[config.mk]
export PLATFORM = sky130hd
export DESIGN_NAME = pugf_filter
export DESIGN_NICKNAME = d
export VERILOG_FILES = /design/src/verilog/pugf_filter.v
export VERILOG_INCLUDE_DIRS = /design/src /design/src/verilog
export SDC_FILE = /design/constraint.sdc
export NUM_CORES = 1
export LEC_CHECK = 0
export BUFFER_PORTS_ARGS = -buffer_cell sky130_fd_sc_hd__buf_4
export CORE_MARGIN = 5
export CORE_UTILIZATION = 60
export DETAILED_ROUTE_END_ITERATION = 10
export PLACE_DENSITY = 0.79
export SETUP_SLACK_MARGIN = 0.5
export SLEW_MARGIN = 40
export SYNTH_ARGS = -nofsm -noshare
export SYNTH_HDL_FRONTEND = slang
export SYNTH_SLANG_ARGS = --single-unit
[constraint.sdc]
create_clock -name ref_clk -period 3.8 [get_ports ref_clk]
set_input_delay 0.19 -clock ref_clk [delete_from_list [all_inputs] [get_ports ref_clk]]
set_output_delay 0.19 -clock ref_clk [all_outputs]
set_load 0.005 [all_outputs]
[src/verilog/pugf_map.vh]
// Purpose: Constants for the parameter user group filter.
// Assumes: Parameter numbers and values travel as 16-bit binary.
// Notes:   Included by pugf_filter.v only.
//
// Functional notes
// - Selector 9999 shows simple-mode parameters only
// - Selector 0 shows simple and extended
// - Selector 1 allows only group parameters
// - Group holds up to 16 numbers
// - Communication reads bypass the scope filter
// - Registration entry write adds the number
// - Clear entry write removes the number
// - Registration and clear entries read 9999
// - Clear entry accepts 9999, does nothing
// - Count entry reads number of registrations
// - Count entry write 9999 clears all
// - Other count entry writes do nothing
// - Fixed parameters always readable, contrast conditional
// - Protected parameters never enter the group
// - Installed option parameters stay readable
// - Refused group-mode write raises write error
`ifndef PUGF_MAP_VH
`define PUGF_MAP_VH

// ==========================================================
// Widths and sizes
`define PUGF_W           16
`define PUGF_NUM_W       11
`define PUGF_SLOTS       16
`define PUGF_CNT_W       5

// ==========================================================
// Selector and entry values
`define PUGF_NONE        16'h270F
`define PUGF_SCOPE_ALL   16'h0000
`define PUGF_SCOPE_GROUP 16'h0001
`define PUGF_SCOPE_SIMP  16'h270F
`define PUGF_SCOPE_RST   16'h0000
`define PUGF_PAR_MAX     16'h07CF

// ==========================================================
// Parameter numbers handled here
`define PUGF_P_WRPROT    16'h004D
`define PUGF_P_SCOPE     16'h00A0
`define PUGF_P_COUNT     16'h00AC
`define PUGF_P_REG       16'h00AD
`define PUGF_P_REM       16'h00AE
`define PUGF_P_LOCKLVL   16'h0128
`define PUGF_P_UNLOCK    16'h0129
`define PUGF_P_CONTRAST  16'h03DF

// Option parameter window, plain default
`define PUGF_OPT_FIRST   16'h07D0
`define PUGF_OPT_LAST    16'h0FFF

`endif

[src/verilog/pugf_filter.v]
// Purpose: Panel parameter access filter with user group store.
// Assumes: Panel and comm requests are on ref_clk; attach pins are async.
// Notes:   Answers are registered one cycle after the request.
//          The group count lags a slot change by one more edge.
//          Only the selector and the three group entries live here;
//          every other parameter value is served by the store behind.
`timescale 1ns/100ps
`include "pugf_map.vh"

module pugf_filter (
  input  wire        ref_clk,            // System clock 10 MHz
  input  wire        resetn,             // Async reset, active low
  input  wire        panelReq,           // Panel access strobe
  input  wire        panelWr,            // 1 write, 0 read
  input  wire [15:0] panelParam,         // Parameter number
  input  wire [15:0] panelWrData,        // Write value
  input  wire        panelSimple,        // Parameter is simple mode
  input  wire        commReq,            // Comm read strobe
  input  wire [15:0] commParam,          // Comm parameter number
  input  wire        displayUnitPin,     // Display unit attached
  input  wire        optionPin,          // Option module installed
  output reg         panelAck,           // Panel answer pulse
  output reg         panelAllow,         // Access granted
  output reg         panelLocal,         // Served by this block
  output reg  [15:0] panelRdData,        // Local read value
  output reg         writeRejectedError, // Write refused pulse
  output reg         commAck,            // Comm answer pulse
  output reg         commLocal,          // Comm served here
  output reg  [15:0] commRdData,         // Comm local read value
  output reg  [15:0] displayScope,       // Scope selector value
  output reg  [4:0]  groupCount          // Registered entries
);

  // ==========================================================
  // Attach pin synchronisers
  // Only the second stage is read by the filter
  reg        dispMeta;
  reg        dispSync;
  reg        optMeta;
  reg        optSync;

  always @(posedge ref_clk or negedge resetn) begin
    if (!resetn) begin
      dispMeta <= 1'b0;
      dispSync <= 1'b0;
      optMeta  <= 1'b0;
      optSync  <= 1'b0;
    end else begin
      dispMeta <= displayUnitPin;
      dispSync <= dispMeta;
      optMeta  <= optionPin;
      optSync  <= optMeta;
    end
  end

  // ==========================================================
  // Group slot storage
  // Eleven bits per slot: every registrable number is below 2000
  wire [`PUGF_SLOTS*`PUGF_NUM_W-1:0] slotNum;
  wire [`PUGF_SLOTS-1:0]             slotVld;

  // ==========================================================
  // Decoding helpers
  // One-hot match of a number against the valid slots
  function [15:0] hitVec;
    input [15:0] p;
    integer k;
    begin
      hitVec = 16'h0000;
      for (k = 0; k < `PUGF_SLOTS; k = k + 1) begin
        if (slotVld[k] && ({5'h00, slotNum[k*`PUGF_NUM_W +: `PUGF_NUM_W]} == p))
          hitVec[k] = 1'b1;
      end
    end
  endfunction

  // Number of valid slots
  function [4:0] popCnt;
    input [15:0] v;
    integer k;
    begin
      popCnt = 5'h00;
      for (k = 0; k < `PUGF_SLOTS; k = k + 1)
        popCnt = popCnt + {4'h0, v[k]};
    end
  endfunction

  // Lowest empty slot, one-hot; zero when full
  function [15:0] firstFree;
    input [15:0] v;
    integer k;
    reg     found;
    begin
      firstFree = 16'h0000;
      found = 1'b0;
      for (k = 0; k < `PUGF_SLOTS; k = k + 1) begin
        if (!v[k] && !found) begin
          firstFree[k] = 1'b1;
          found = 1'b1;
        end
      end
    end
  endfunction

  // Numbers answered by this block itself
  function isLocal;
    input [15:0] p;
    begin
      isLocal = (p == `PUGF_P_SCOPE) || (p == `PUGF_P_COUNT) ||
                (p == `PUGF_P_REG) || (p == `PUGF_P_REM);
    end
  endfunction

  // Readable under every scope setting
  function fixedRead;
    input [15:0] p;
    begin
      fixedRead = (p == `PUGF_P_WRPROT) || (p == `PUGF_P_SCOPE) ||
                  (p == `PUGF_P_LOCKLVL) || (p == `PUGF_P_UNLOCK);
    end
  endfunction

  // Numbers that may never enter the group
  function noRegister;
    input [15:0] p;
    begin
      noRegister = fixedRead(p) || (p == `PUGF_P_COUNT) ||
                   (p == `PUGF_P_REG) || (p == `PUGF_P_REM);
    end
  endfunction

  // Window answered by an installed option
  function inOption;
    input [15:0] p;
    begin
      inOption = (p >= `PUGF_OPT_FIRST) && (p <= `PUGF_OPT_LAST);
    end
  endfunction

  // Read value of a local number
  function [15:0] localData;
    input [15:0] p;
    begin
      case (p)
        `PUGF_P_SCOPE: localData = displayScope;
        `PUGF_P_COUNT: localData = {11'h000, groupCount};
        `PUGF_P_REG:   localData = `PUGF_NONE;
        `PUGF_P_REM:   localData = `PUGF_NONE;
        default:       localData = 16'h0000;
      endcase
    end
  endfunction

  // ==========================================================
  // Access decision
  // Every check below works on the request in its own cycle
  wire [15:0] panelHit  = hitVec(panelParam);
  wire [15:0] valueHit  = hitVec(panelWrData);
  wire [15:0] freeSlot  = firstFree(slotVld);
  wire        inGroup   = |panelHit;
  wire        valInRange = (panelWrData <= `PUGF_PAR_MAX);
  wire        valNone   = (panelWrData == `PUGF_NONE);
  wire        modeAll   = (displayScope == `PUGF_SCOPE_ALL);
  wire        modeGroup = (displayScope == `PUGF_SCOPE_GROUP);
  wire        modeSimp  = (displayScope == `PUGF_SCOPE_SIMP);

  reg         scopeOk;
  reg         readOk;
  reg         writeOk;
  reg         valueBad;

  always @* begin
    scopeOk = 1'b0;
    if (modeAll)
      scopeOk = 1'b1;
    else if (modeSimp)
      scopeOk = panelSimple;
    else if (modeGroup)
      scopeOk = inGroup;
  end

  // Reads pass on scope, the fixed set, contrast with a display unit, or an installed option
  always @* begin
    readOk = scopeOk;
    if (fixedRead(panelParam))
      readOk = 1'b1;
    if ((panelParam == `PUGF_P_CONTRAST) && dispSync)
      readOk = 1'b1;
    if (inOption(panelParam) && optSync)
      readOk = 1'b1;
  end

  // Selector stays writable so a panel can never lock itself out
  always @* begin
    writeOk = scopeOk || (panelParam == `PUGF_P_SCOPE);
  end

  // Only the three scope codes may be stored
  function modeValue;
    input [15:0] v;
    begin
      modeValue = (v == `PUGF_SCOPE_ALL) || (v == `PUGF_SCOPE_GROUP) ||
                  (v == `PUGF_SCOPE_SIMP);
    end
  endfunction

  // A bad value refuses the whole write
  always @* begin
    valueBad = 1'b0;
    case (panelParam)
      `PUGF_P_SCOPE:
        valueBad = !(modeValue(panelWrData));
      `PUGF_P_REG:
        if (valNone)
          valueBad = 1'b0;
        else if (!valInRange)
          valueBad = 1'b1;
        else if (noRegister(panelWrData))
          valueBad = 1'b1;
        else if (!(|valueHit) && (freeSlot == 16'h0000))
          valueBad = 1'b1;
      `PUGF_P_REM:
        valueBad = !(valNone || valInRange);
      default:
        valueBad = 1'b0;
    endcase
  end

  // A write either lands or raises the error, never both
  wire wrTake   = panelReq && panelWr && writeOk && !valueBad;
  wire wrReject = panelReq && panelWr && !(writeOk && !valueBad);

  // ==========================================================
  // Group updates
  // add on registration write
  wire addGo  = wrTake && (panelParam == `PUGF_P_REG) && valInRange && !(|valueHit);
  wire remGo  = wrTake && (panelParam == `PUGF_P_REM) && valInRange;
  wire clrAll = wrTake && (panelParam == `PUGF_P_COUNT) && valNone;

  genvar i;
  generate
    for (i = 0; i < `PUGF_SLOTS; i = i + 1) begin : gSlot
      reg [`PUGF_NUM_W-1:0] num;
      reg                   vld;
      // Batch clear outranks remove and add
      // sixteen slots, any unprotected number below 2000
      always @(posedge ref_clk or negedge resetn) begin
        if (!resetn) begin
          num <= 11'h000;
          vld <= 1'b0;
        end else if (clrAll) begin
          vld <= 1'b0;
        end else if (remGo && valueHit[i]) begin
          vld <= 1'b0;
        end else if (addGo && freeSlot[i]) begin
          vld <= 1'b1;
          num <= panelWrData[`PUGF_NUM_W-1:0];
        end
      end
      assign slotNum[i*`PUGF_NUM_W +: `PUGF_NUM_W] = num;
      assign slotVld[i] = vld;
    end
  endgenerate

  // Count tracks the slots one edge behind, same as any read
  // Panel readback of the count therefore sees a write two edges later
  always @(posedge ref_clk or negedge resetn) begin
    if (!resetn)
      groupCount <= 5'h00;
    else
      groupCount <= popCnt(slotVld);
  end

  // ==========================================================
  // Selector register
  // Reset value leaves every parameter visible
  always @(posedge ref_clk or negedge resetn) begin
    if (!resetn)
      displayScope <= `PUGF_SCOPE_RST;
    else if (wrTake && (panelParam == `PUGF_P_SCOPE))
      displayScope <= panelWrData;
  end

  // ==========================================================
  // Panel answer
  // Read data is zero unless a local read is granted
  always @(posedge ref_clk or negedge resetn) begin
    if (!resetn) begin
      panelAck           <= 1'b0;
      panelAllow         <= 1'b0;
      panelLocal         <= 1'b0;
      panelRdData        <= 16'h0000;
      writeRejectedError <= 1'b0;
    end else begin
      panelAck   <= panelReq;
      panelLocal <= panelReq && isLocal(panelParam);
      if (panelReq && panelWr)
        panelAllow <= wrTake;
      else
        panelAllow <= panelReq && readOk;
      if (panelReq && !panelWr && readOk)
        panelRdData <= localData(panelParam);
      else
        panelRdData <= 16'h0000;
      writeRejectedError <= wrReject;
    end
  end

  // ==========================================================
  // Communication read answer
  // Never refused; the store serves all other numbers
  always @(posedge ref_clk or negedge resetn) begin
    if (!resetn) begin
      commAck    <= 1'b0;
      commLocal  <= 1'b0;
      commRdData <= 16'h0000;
    end else begin
      commAck    <= commReq;
      commLocal  <= commReq && isLocal(commParam);
      if (commReq)
        commRdData <= localData(commParam);
      else
        commRdData <= 16'h0000;
    end
  end

endmodule // pugf_filter

==> impl_metrics.ini, run 1 <==
[sta]
final-setup-viol-count = 0
final.hold.worst_slack_ns = 0.120
max_slew.worst_pin.slew_ns = 0.729
achievable-frequency_ghz = 0.302
slew_headroom_pct = 50.9
fin_crit_sh_pct = 87.2
final.setup_skew_ns = 0.0189
rsz0062_at_grt = true
hold_viol = 0
final_period_minus_worst_setup_slack_ns = 3.32
setup_total_negative_slack_ns = 0
final-max-slew-violation-count = 0

[power]
power.leakage_nw = 8.63
power-per-cell-area_nw_per_um2 = 335
power_mw = 6.21
irDropWorstVdd_mv = 0.385

[place]
placed_area_um2 = 17300
globalplace.congestion = 0.951
hpwl_detailed_mm = 30.7
port_buffers = 114

[yosys]
postSynth.asyncResetShare_pct = 100
ys_ff_latch = 255
synth.cell_area_um2 = 16100
post_synth_inst_count = 1454
synth_cell_type_count = 64
synth_area_leader = sky130_fd_sc_hd__dfrtp_1
postSynthAreaPerCell_um2 = 11.0
ys.flop_type = sky130_fd_sc_hd__dfrtp_1
seq_area_frac_synth_pct = 39.7
synth_area_leaders = sky130_fd_sc_hd__dfrtp_1 40%, sky130_fd_sc_hd__xnor2_1 9.8%, sky130_fd_sc_hd__xor2_1 9.6%, sky130_fd_sc_hd__mux2_2 6.6%, sky130_fd_sc_hd__mux2_4 6.5%
synth_edf_count = 0
yosysTopAreaCellShare_pct = 39.7
syn_nets = 1527
synth.yosys.warnings = 0

[final_layout]
signed_area_change_from_the_synthesized_netlist_to_the_final_layout_pct = 15.5
finish.net_count = 1647
finish.instance_area_um2 = 18500
layout-drive-gt1-share_pct = 27.1

[grt]
antenna_found_initial = 0
grt_start_max_net_pins = 113
grt_usage_pct = 31.1
global_route_wire_length_before_repair_mm = 75.1
first_global_vias = 13000
grt.overflow.total = 0

[drt]
antenna_violating_nets_post_route = 0
routed_via_density = 6.57
route.vias.total = 12700
wire_per_inst_um = 24.8
drt-initial-drc-count = 1204
detail_route.first_pass.iterations = 7
wl_mm = 47.9
drc = 0

[floorplan]
placement_rows = 59
die_width_um = 174
io-pin-count = 115
core_region_area_um2 = 26200
die_area_um2 = 30100
die_height_um = 174
floorplan.initialDensity_pct = 61.3

[critical_path]
r2r-start = gSlot[3].vld
worst_path_most_repeated_cell = sky130_fd_sc_hd__fa_2
worst-r2r-cell-count = 10
critical_path_cell_count = 10
crit_arrival_ns = 3.77
crit_path_start_kind = flip-flop
crit_path_top_delay_cell = sky130_fd_sc_hd__fa_2
timing.setup.critical_path_class = reg2reg
r2r_slack_ns = 0.48
worstPathCellList = fa_1 > inv_1 > fa_2 > fa_2 > fa_2 > inv_2 > ha_4 > inv_2 > fa_2 > inv_1
setup.worst_path.end_class = flip-flop
critical_path.reg2reg.endpoint = groupCount[1]
critical_path_peak_fanout = 2
critical-path-top-delay-family = adder cells
critPathRequiredTime_ns = 4.25
crit_path_max_incr_delay_ns = 0.54
cp_num_buf_inv = 4

[cts]
cts_buffers = 28
root_buffer = sky130_fd_sc_hd__clkbuf_16
cts.htree.levels = 1
cts_max_path_buffers = 3
clock_insertion_delay_worst_skew_ns = 0.55
path_clk_slew_ns = 0.07
cts_tree = done
clkSinkCount = 255

[hold_path]
hold_path_class = in2async

[status]
run_status = completed

[flow_run]
timing.max_cap.violations = 0
==> Yosys cell counts, types with 9 or more instances <==
master                     count
sky130_fd_sc_hd__inv_1        25
sky130_fd_sc_hd__nand3_1      31
sky130_fd_sc_hd__clkbuf_1     27
sky130_fd_sc_hd__nor4_1       93
sky130_fd_sc_hd__nor3_1       14
sky130_fd_sc_hd__mux2_1       20
sky130_fd_sc_hd__dfrtp_1     255
sky130_fd_sc_hd__nand2b_1     18
sky130_fd_sc_hd__nor2_1       40
sky130_fd_sc_hd__or3_1         9
sky130_fd_sc_hd__and2_1       12
sky130_fd_sc_hd__a21boi_0      9
sky130_fd_sc_hd__and3_1       14
sky130_fd_sc_hd__xnor2_1     179
sky130_fd_sc_hd__fa_1         10
sky130_fd_sc_hd__buf_4        27
sky130_fd_sc_hd__nand2_1      47
sky130_fd_sc_hd__mux2_2       94
sky130_fd_sc_hd__a21oi_1       9
sky130_fd_sc_hd__xor2_1      176
sky130_fd_sc_hd__buf_6        14
sky130_fd_sc_hd__buf_2        35
sky130_fd_sc_hd__a221oi_1     10
sky130_fd_sc_hd__mux2_4       70
sky130_fd_sc_hd__nand4_1     112
==> cell families (layout without fill, tap and decap cells) <==
family                   count (synthesis)  in the layout  synth area share [%]
AND/OR/NAND/NOR                        435            435                  16.1
XOR/XNOR                               355            355                  19.4
flip-flops                             255            255                  39.7
multiplexers                           184            184                  14.5
buffers and inverters                  128            268                  4.55
AO/OA/AOI/OAI                           80             80                  3.94
adder cells (fa/ha/maj)                 17             17                  1.79
other                                    0              1                     0
==> area by class of cell <==
class,instances,area (um2)
Inverter,25,93.8
Clock inverter,11,159
Fill cell,1777,7660
Timing Repair Buffer,193,1660
Clock buffer,39,823
Antenna cell,1,2.50
Sequential cell,255,6390
Multi-Input combinational cell,1071,9000
Tap cell,335,419
==> repair_timing <==
item                                    in CTS  in global routing
hold endpoints to repair                   132                  0
endpoints found under the setup margin       4                142
gates resized for setup                      6                 11
hold buffers                                 7                  0
pin swaps                                    6                 10
buffers inserted                             6                  3
==> report_power, final <==
| part | leakage [nW] | switching (mW) | internal [mW] | total, mW |
|---|---|---|---|---|
| logic | 4.64 | 0.397 | 0.194 | 0.591 |
| clock network | 0.490 | 1.12 | 1.77 | 2.89 |
| registers | 3.50 | 0.00161 | 2.72 | 2.72 |
==> how the worst max path moves through the flow <==
stage                        startpoint       endpoint  slack [ns]
after CTS                  gSlot[3].vld  groupCount[1]        0.40
after global placement     gSlot[0].vld  groupCount[4]        0.38
after floorplan           gSlot[15].vld  groupCount[4]        0.49
final                      gSlot[3].vld  groupCount[1]        0.48
after detailed placement   gSlot[0].vld  groupCount[4]        0.32
after global routing       gSlot[9].vld  groupCount[4]        0.39
==> per-layer routing <==
metal	up-vias	track usage [%]	routed length (um)
li1	5456	-	-
met1	6218	41.4	19000
met2	801	49.2	21700
met3	210	6.67	4720
met4	0	14.1	2540
met5	-	0	0
==> cell usage in the layout, fill, tap and decap left out, drive strengths merged, types with 4 or more instances in the layout <==
cell,instances
inv,26
a22oi,6
or3,10
nand2b,18
xor2,176
a221oi,10
o41ai,4
mux2,184
dfrtp,255
ha,7
a21oi,9
nor4,94
and4,8
nand3,31
and3,14
xnor2,179
dlygate4sd3,7
and2,14
nor2,41
nand2,47
nand4,119
or4,5
clkbuf,39
nand4b,4
nor3,15
a21boi,9
o21ai,4
a211oi,8
buf,186
clkinv,6
bufinv,4
nor2b,5
a41oi,4
fa,10
a31oi,5
==> through the flow <==
| stage | util [%] | std cells | setup WS (ns) |
|---|---|---|---|
| after floorplan | - | 1454 | 0.489 |
| after global placement | 66.2 | 1862 | 0.382 |
| after detailed placement | 66.2 | 1862 | 0.318 |
| after CTS | 70.4 | 1925 | 0.400 |
| after global routing | 70.8 | 1929 | 0.391 |
| final | 70.8 | 1930 | 0.485 |
==> sequential cells by signal (all words and copies together) (netlist names) <==
signal and cells:
dispMeta 1, dispSync 1, displayScope 16, optMeta 1, panelLocal 1, writeRejectedError 1, gSlot.num 176, optSync 1
commAck 1, gSlot.vld 16, panelAllow 1, panelAck 1, panelRdData 16, commRdData 16, groupCount 5, commLocal 1
No activity file was read; power rests on OpenSTA's default activity.
==> inputs of run 2 (changes only) <==
--- a/config.mk
+++ b/config.mk
@@ -10,6 +10,7 @@
 export CORE_MARGIN = 5
 export CORE_UTILIZATION = 60
 export DETAILED_ROUTE_END_ITERATION = 10
+export GPL_TIMING_DRIVEN = 0
 export PLACE_DENSITY = 0.79
 export SETUP_SLACK_MARGIN = 0.5
 export SLEW_MARGIN = 40
==> run 2 against run 1 <==
Against the previous run: the run now ends with hold timing left; global-route usage increased by 6.4 points; flip-flop and latch count stayed put; first-iteration DRC count increased by 44%; clock power is 1% lower; critical endpoint is now groupCount[4].
==> impl_metrics.ini, run 2 (synthesis results as in run 1) <==
[grt]
global_route_wire_length_before_repair_mm = 85.8
grt_usage_pct = 37.4
antenna_found_initial = 0
first_global_vias = 13400
grt_start_max_net_pins = 76
grt.overflow.total = 0

[drt]
wl_mm = 58.5
route.vias.total = 13400
antenna_violating_nets_post_route = 0
routed_via_density = 6.79
detail_route.first_pass.iterations = 5
wire_per_inst_um = 29.7
drt-initial-drc-count = 1736
drc = 0

[sta]
final_critical_path_setup_slack_ns = 0.350
final-setup-viol-count = 0
final_period_minus_worst_setup_slack_ns = 3.45
final.hold.worst_slack_ns = -0.00105
slew_headroom_pct = 36.1
rsz0062_at_grt = true
final-max-slew-violation-count = 0
fin_crit_sh_pct = 90.8
max_slew.worst_pin.slew_ns = 0.958
achievable-frequency_ghz = 0.290
setup_total_negative_slack_ns = 0
hold_viol = 1
final.setup_skew_ns = 0.0121

[critical_path]
crit_path_max_incr_delay_ns = 0.57
crit_arrival_ns = 3.95
worst-r2r-cell-count = 11
r2r_slack_ns = 0.35
critical_path_peak_fanout = 2
crit_path_top_delay_cell = sky130_fd_sc_hd__fa_1
worstPathCellList = fa_1 > inv_1 > fa_1 > fa_2 > fa_1 > inv_2 > ha_4 > inv_2 > fa_2 > nor2b_1 > o21a_1
crit_path_start_kind = flip-flop
setup.worst_path.end_class = flip-flop
r2r-start = gSlot[3].vld
critical_path.reg2reg.endpoint = groupCount[4]
timing.setup.critical_path_class = reg2reg
critPathRequiredTime_ns = 4.30
worst_path_most_repeated_cell = sky130_fd_sc_hd__fa_1

[power]
p_sw_share_pct = 27.4
power-per-cell-area_nw_per_um2 = 334
clock_power_share_pct = 45.6
irDropWorstVdd_mv = 0.364
net-switching-power_mw = 1.72
combPwrFrac_pct = 11.0
internal_power_mw = 4.54
seqPwrFrac_pct = 43.5
power.leakage_nw = 8.73

[place]
place.detailed.instances = 1893
globalplace.congestion = 1.03
place_ws_ns = -0.423
hpwl_detailed_mm = 40.1
port_buffers = 101

[cts]
cts_buffers = 28
root_buffer = sky130_fd_sc_hd__clkbuf_16
cts_max_path_buffers = 3
clock_insertion_delay_worst_skew_ns = 0.57
clkSinkCount = 255
cts.htree.levels = 1
cts_tree = done
path_clk_slew_ns = 0.07

[final_layout]
largest_register_ffs = 176
finalNonFillerCells = 1970
layout.filler_cells = 1919
layout_common_cells = 246 x sky130_fd_sc_hd__dfrtp_1, 179 x sky130_fd_sc_hd__xnor2_1, 176 x sky130_fd_sc_hd__xor2_1
layout.cells.most_common = sky130_fd_sc_hd__dfrtp_1
final-seq-area_um2 = 6390
largest_register = gSlot.num
diode_count = 0
multi_input_area_um2 = 9140
signed_area_change_from_the_synthesized_netlist_to_the_final_layout_pct = 16.7
layout-drive-gt1-share_pct = 29.6
final_core_utilization_pct = 71.5
finish.net_count = 1686

[floorplan]
die_height_um = 174
placement_rows = 59
floorplan.initialDensity_pct = 61.3
core_region_area_um2 = 26200
die_area_um2 = 30100
die_width_um = 174
io-pin-count = 115

[flow_run]
timing.max_cap.violations = 0

[hold_path]
hp-start = commParam[3]
hold_path_class = in2reg
hold_path_depth = 4
hold_end = commRdData[8]

[status]
failed_checks = hold timing
run_status = complete, but fails checks
-- run 2: changes by cell type in the layout (fill, tap and decap cells not counted), sizes merged --
cell / before / now
buf: 186 / 196
inv: 26 / 27
clkinv: 6 / 12
diode: 1 / 0
o21ai: 4 / 5
bufinv: 4 / 3
clkinvlp: 0 / 4
dlygate4sd3: 7 / 6
clkbuf: 39 / 60
-- run 2: routing by layer --
metal	GRT usage [%]	routed length (um)	vias to the layer above	part of all wire (%)
met2	57.3	25600	943	44
met1	48.3	22200	6651	38
met4	21.4	4020	0	6.9
met5	0	0	-	0
li1	-	-	5532	-
met3	10.1	6740	253	12
-- run 2: cell type report --
cell class,count,area share (%)
clock buffers,31,3.91
plain buffers,103,3.60
repair buffers,128,5.66
flip-flops and latches,255,34.1
multi-input cells,1072,48.8
clock inverters,21,1.19
well taps,335,2.24
inverters,25,0.501
-- run 2: metrics by stage --
step,total power [mW],cell area [um2]
2_1_floorplan,3.11,16100
3_5_place_dp,3.42,17400
3_3_place_gp,3.39,17200
5_1_grt,6.38,18700
4_1_cts,6.23,18600
6_report,6.26,18700
-- run 2: worst max path at each step --
stage | start | to | slack [ns] | depth (start not counted)
finish | gSlot[3].vld | groupCount[4] | 0.35 | 11
global route | gSlot[3].vld | groupCount[4] | 0.29 | 11
CTS | gSlot[3].vld | groupCount[4] | 0.34 | 11
detailed placement | panelWrData[13] | gSlot[5].num[10] | -0.42 | 13
global placement | panelWrData[13] | gSlot[11].num[2] | -0.90 | 12
floorplan | gSlot[15].vld | groupCount[4] | 0.49 | 11
-- run 2: critical path, delay by kind of cell, from the launching register on --
| family | cells | cell delay (ns) |
|---|---|---|
| fa+ha+maj | 6 | 2.51 |
| simple gates | 1 | 0.13 |
| buf+inv | 3 | 0.18 |
| compound gates | 1 | 0.12 |
| flops | 1 | 0.44 |
-- run 2: power by group through the flow --
stage	Clock, mW	Combinational (mW)	Sequential, mW
final	2.85	0.686	2.72
after global routing	2.95	0.707	2.72
after CTS	2.85	0.655	2.72
after detailed placement	0	0.645	2.77
after global placement	0	0.622	2.77
after floorplan	0	0.340	2.77
-- run 2: what timing repair did --
action	in CTS	in global routing
resized for setup	30	30
endpoints found under the hold margin	197	0
setup buffers	13	5
gates cloned	0	1
pin swaps	11	13
hold buffers	6	0
setup endpoints to repair	192	190
==> inputs of run 3 (changes only) <==
--- a/config.mk
+++ b/config.mk
@@ -7,11 +7,14 @@
 export NUM_CORES = 1
 export LEC_CHECK = 0
 export BUFFER_PORTS_ARGS = -buffer_cell sky130_fd_sc_hd__buf_4
+export CELL_PAD_IN_SITES_DETAIL_PLACEMENT = 2
+export CELL_PAD_IN_SITES_GLOBAL_PLACEMENT = 2
 export CORE_MARGIN = 5
-export CORE_UTILIZATION = 60
+export CORE_UTILIZATION = 42
+export CTS_BUF_LIST = sky130_fd_sc_hd__clkbuf_8
 export DETAILED_ROUTE_END_ITERATION = 10
 export GPL_TIMING_DRIVEN = 0
-export PLACE_DENSITY = 0.79
+export PLACE_DENSITY_LB_ADDON = 0.1
 export SETUP_SLACK_MARGIN = 0.5
 export SLEW_MARGIN = 40
 export SYNTH_ARGS = -nofsm -noshare
==> run 3 against run 2 <==
Against the previous run: the run now ends clean; power increased by 0.24%; critical path depth unchanged; global-route usage decreased by 3.8 points; register-to-register slack improved by 0.03 ns; flip-flop and latch count unchanged; count of clock-buffer cells in the layout increased by 28; clock skew increased by 0.036 ns; worst hold slack improved by 0.066 ns; combinational power increased by 6.1%; worst setup slack improved by 0.027 ns; maximum frequency increased by 0.80%; sequential share of layout area decreased by 0.54 points; largest cell class unchanged; largest power group unchanged.
==> impl_metrics.ini, run 3 (synthesis results as in run 1) <==
[drt]
drc = 0
routed_via_density = 6.18
drt-initial-drc-count = 1171
wire_per_inst_um = 32.7
wl_mm = 71.3
route.vias.total = 13500
detail_route.first_pass.iterations = 5
antenna_violating_nets_post_route = 0

[power]
power_mw = 6.27
power.leakage_nw = 8.85
irDropWorstVdd_mv = 0.227
power-per-cell-area_nw_per_um2 = 330

[place]
globalplace.congestion = 0.983
hpwl_detailed_mm = 48.9
placed_area_um2 = 17600
port_buffers = 101

[critical_path]
worst-r2r-cell-count = 11
worst_path_most_repeated_cell = sky130_fd_sc_hd__fa_2
crit_path_top_delay_cell = sky130_fd_sc_hd__fa_1
critical_path_peak_fanout = 2
critical-path-top-delay-family = adder cells
critPathRequiredTime_ns = 4.35
r2r-start = gSlot[5].vld
crit_arrival_ns = 3.97
crit_path_start_kind = flip-flop
cp_num_buf_inv = 3
r2r_slack_ns = 0.38
timing.setup.critical_path_class = reg2reg
worstPathCellList = inv_1 > fa_1 > fa_2 > fa_1 > fa_2 > inv_2 > ha_4 > inv_2 > fa_2 > nor2b_1 > o21a_1
crit_path_max_incr_delay_ns = 0.56
critical_path.reg2reg.endpoint = groupCount[4]
setup.worst_path.end_class = flip-flop

[final_layout]
signed_area_change_from_the_synthesized_netlist_to_the_final_layout_pct = 18.5
final_core_utilization_pct = 50.5
largest_register_ffs = 176
finish.instance_area_um2 = 19000
finish.net_count = 1709
multi_input_area_um2 = 9180
final-seq-area_um2 = 6390
layout-drive-gt1-share_pct = 30.7
largest_register = gSlot.num
layout_common_cells = 246 x sky130_fd_sc_hd__dfrtp_1, 178 x sky130_fd_sc_hd__xnor2_1, 176 x sky130_fd_sc_hd__xor2_1
layout.cells.most_common = sky130_fd_sc_hd__dfrtp_1
layout.filler_cells = 3858

[hold_path]
hp-start = panelWrData[13]
hold_path_depth = 3
hold_path_class = in2reg
hold_end = displayScope[10]

[grt]
antenna_found_initial = 0
grt_start_max_net_pins = 71
global_route_wire_length_before_repair_mm = 104
grt_usage_pct = 33.7
first_global_vias = 14900
grt.overflow.total = 0

[sta]
final_period_minus_worst_setup_slack_ns = 3.42
max_slew.worst_pin.slew_ns = 0.911
rsz0062_at_grt = true
achievable-frequency_ghz = 0.292
hold_viol = 0
final.setup_skew_ns = 0.0483
final-max-slew-violation-count = 0
slew_headroom_pct = 38.7
final-setup-viol-count = 0
fin_crit_sh_pct = 90.1

[floorplan]
io-pin-count = 115
die_height_um = 206
floorplan.initialDensity_pct = 42.6
core_region_area_um2 = 37700
die_area_um2 = 42200
die_width_um = 206
placement_rows = 71

[cts]
clkSinkCount = 255
cts_tree = done
cts_buffers = 49
root_buffer = sky130_fd_sc_hd__clkbuf_8
path_clk_slew_ns = 0.06
cts_max_path_buffers = 3
cts.htree.levels = 2
clock_insertion_delay_worst_skew_ns = 0.66

[flow_run]
timing.max_cap.violations = 0

[status]
run_status = completed
-- run 3: stage by stage --
step	cells	hold WS (ns)	setup slack, ns	setup TNS [ns]
final	2180	0.0648	0.378	0
after global routing	2179	0.0672	0.314	0
after CTS	2175	0.0100	0.370	0
after global placement	2066	0.301	-1.04	-152.21
after detailed placement	2070	0.206	-0.584	-78.15
after floorplan	1454	-0.106	0.489	0
-- run 3: worst max path at each step --
stage                          startpoint          endpoint  slack (ns)  cells after the start
after floorplan             gSlot[15].vld     groupCount[4]        0.49                     11
after global placement    panelWrData[13]  gSlot[11].num[8]       -1.04                     12
after detailed placement    panelParam[1]      gSlot[9].vld       -0.58                     12
after CTS                    gSlot[0].vld     groupCount[4]        0.37                     11
after global routing         gSlot[0].vld     groupCount[4]        0.31                     11
final                        gSlot[5].vld     groupCount[4]        0.38                     11
-- run 3: report_power, final --
group          total, mW  leakage [nW]  internal (mW)  switching, mW
registers           2.72          3.50           2.72        0.00198
logic              0.728          4.80          0.214          0.514
clock network       2.82         0.559           1.52           1.30
total               6.27          8.85           4.46           1.81
-- run 3: area by class of cell --
| type | instances | share of cell area [%] |
|---|---|---|
| Buffer | 103 | 3.55 |
| Antenna cell | 1 | 0.0131 |
| Multi-Input combinational cell | 1071 | 48.2 |
| Tap cell | 511 | 3.36 |
| Sequential cell | 255 | 33.6 |
| Clock buffer | 59 | 4.27 |
| Inverter | 25 | 0.493 |
| Timing Repair Buffer | 131 | 5.73 |
| Clock inverter | 24 | 0.795 |
-- run 3: routing by layer --
metal / track usage [%] / wire (um) / up-vias
li1: - / - / 5588
met1: 44.7 / 30000 / 7149
met2: 54.7 / 33400 / 567
met3: 5.20 / 4710 / 174
met4: 14.9 / 3210 / 0
met5: 0 / 0 / -
-- run 3: worst reg2reg max path: cells and delay by family, from the launching register on --
family,cells,cell delay [ns]
buf+inv,3,0.19
fa+ha+maj,6,2.47
flops,1,0.38
compound gates,1,0.16
simple gates,1,0.12
-- run 3: timing repair --
action                                  4_1_cts  5_1_grt
endpoints found under the setup margin      205      175
gates resized for setup                      44       18
hold buffers                                  8        0
pin swaps                                    12        4
endpoints found under the hold margin       207        0
setup buffers                                14        4
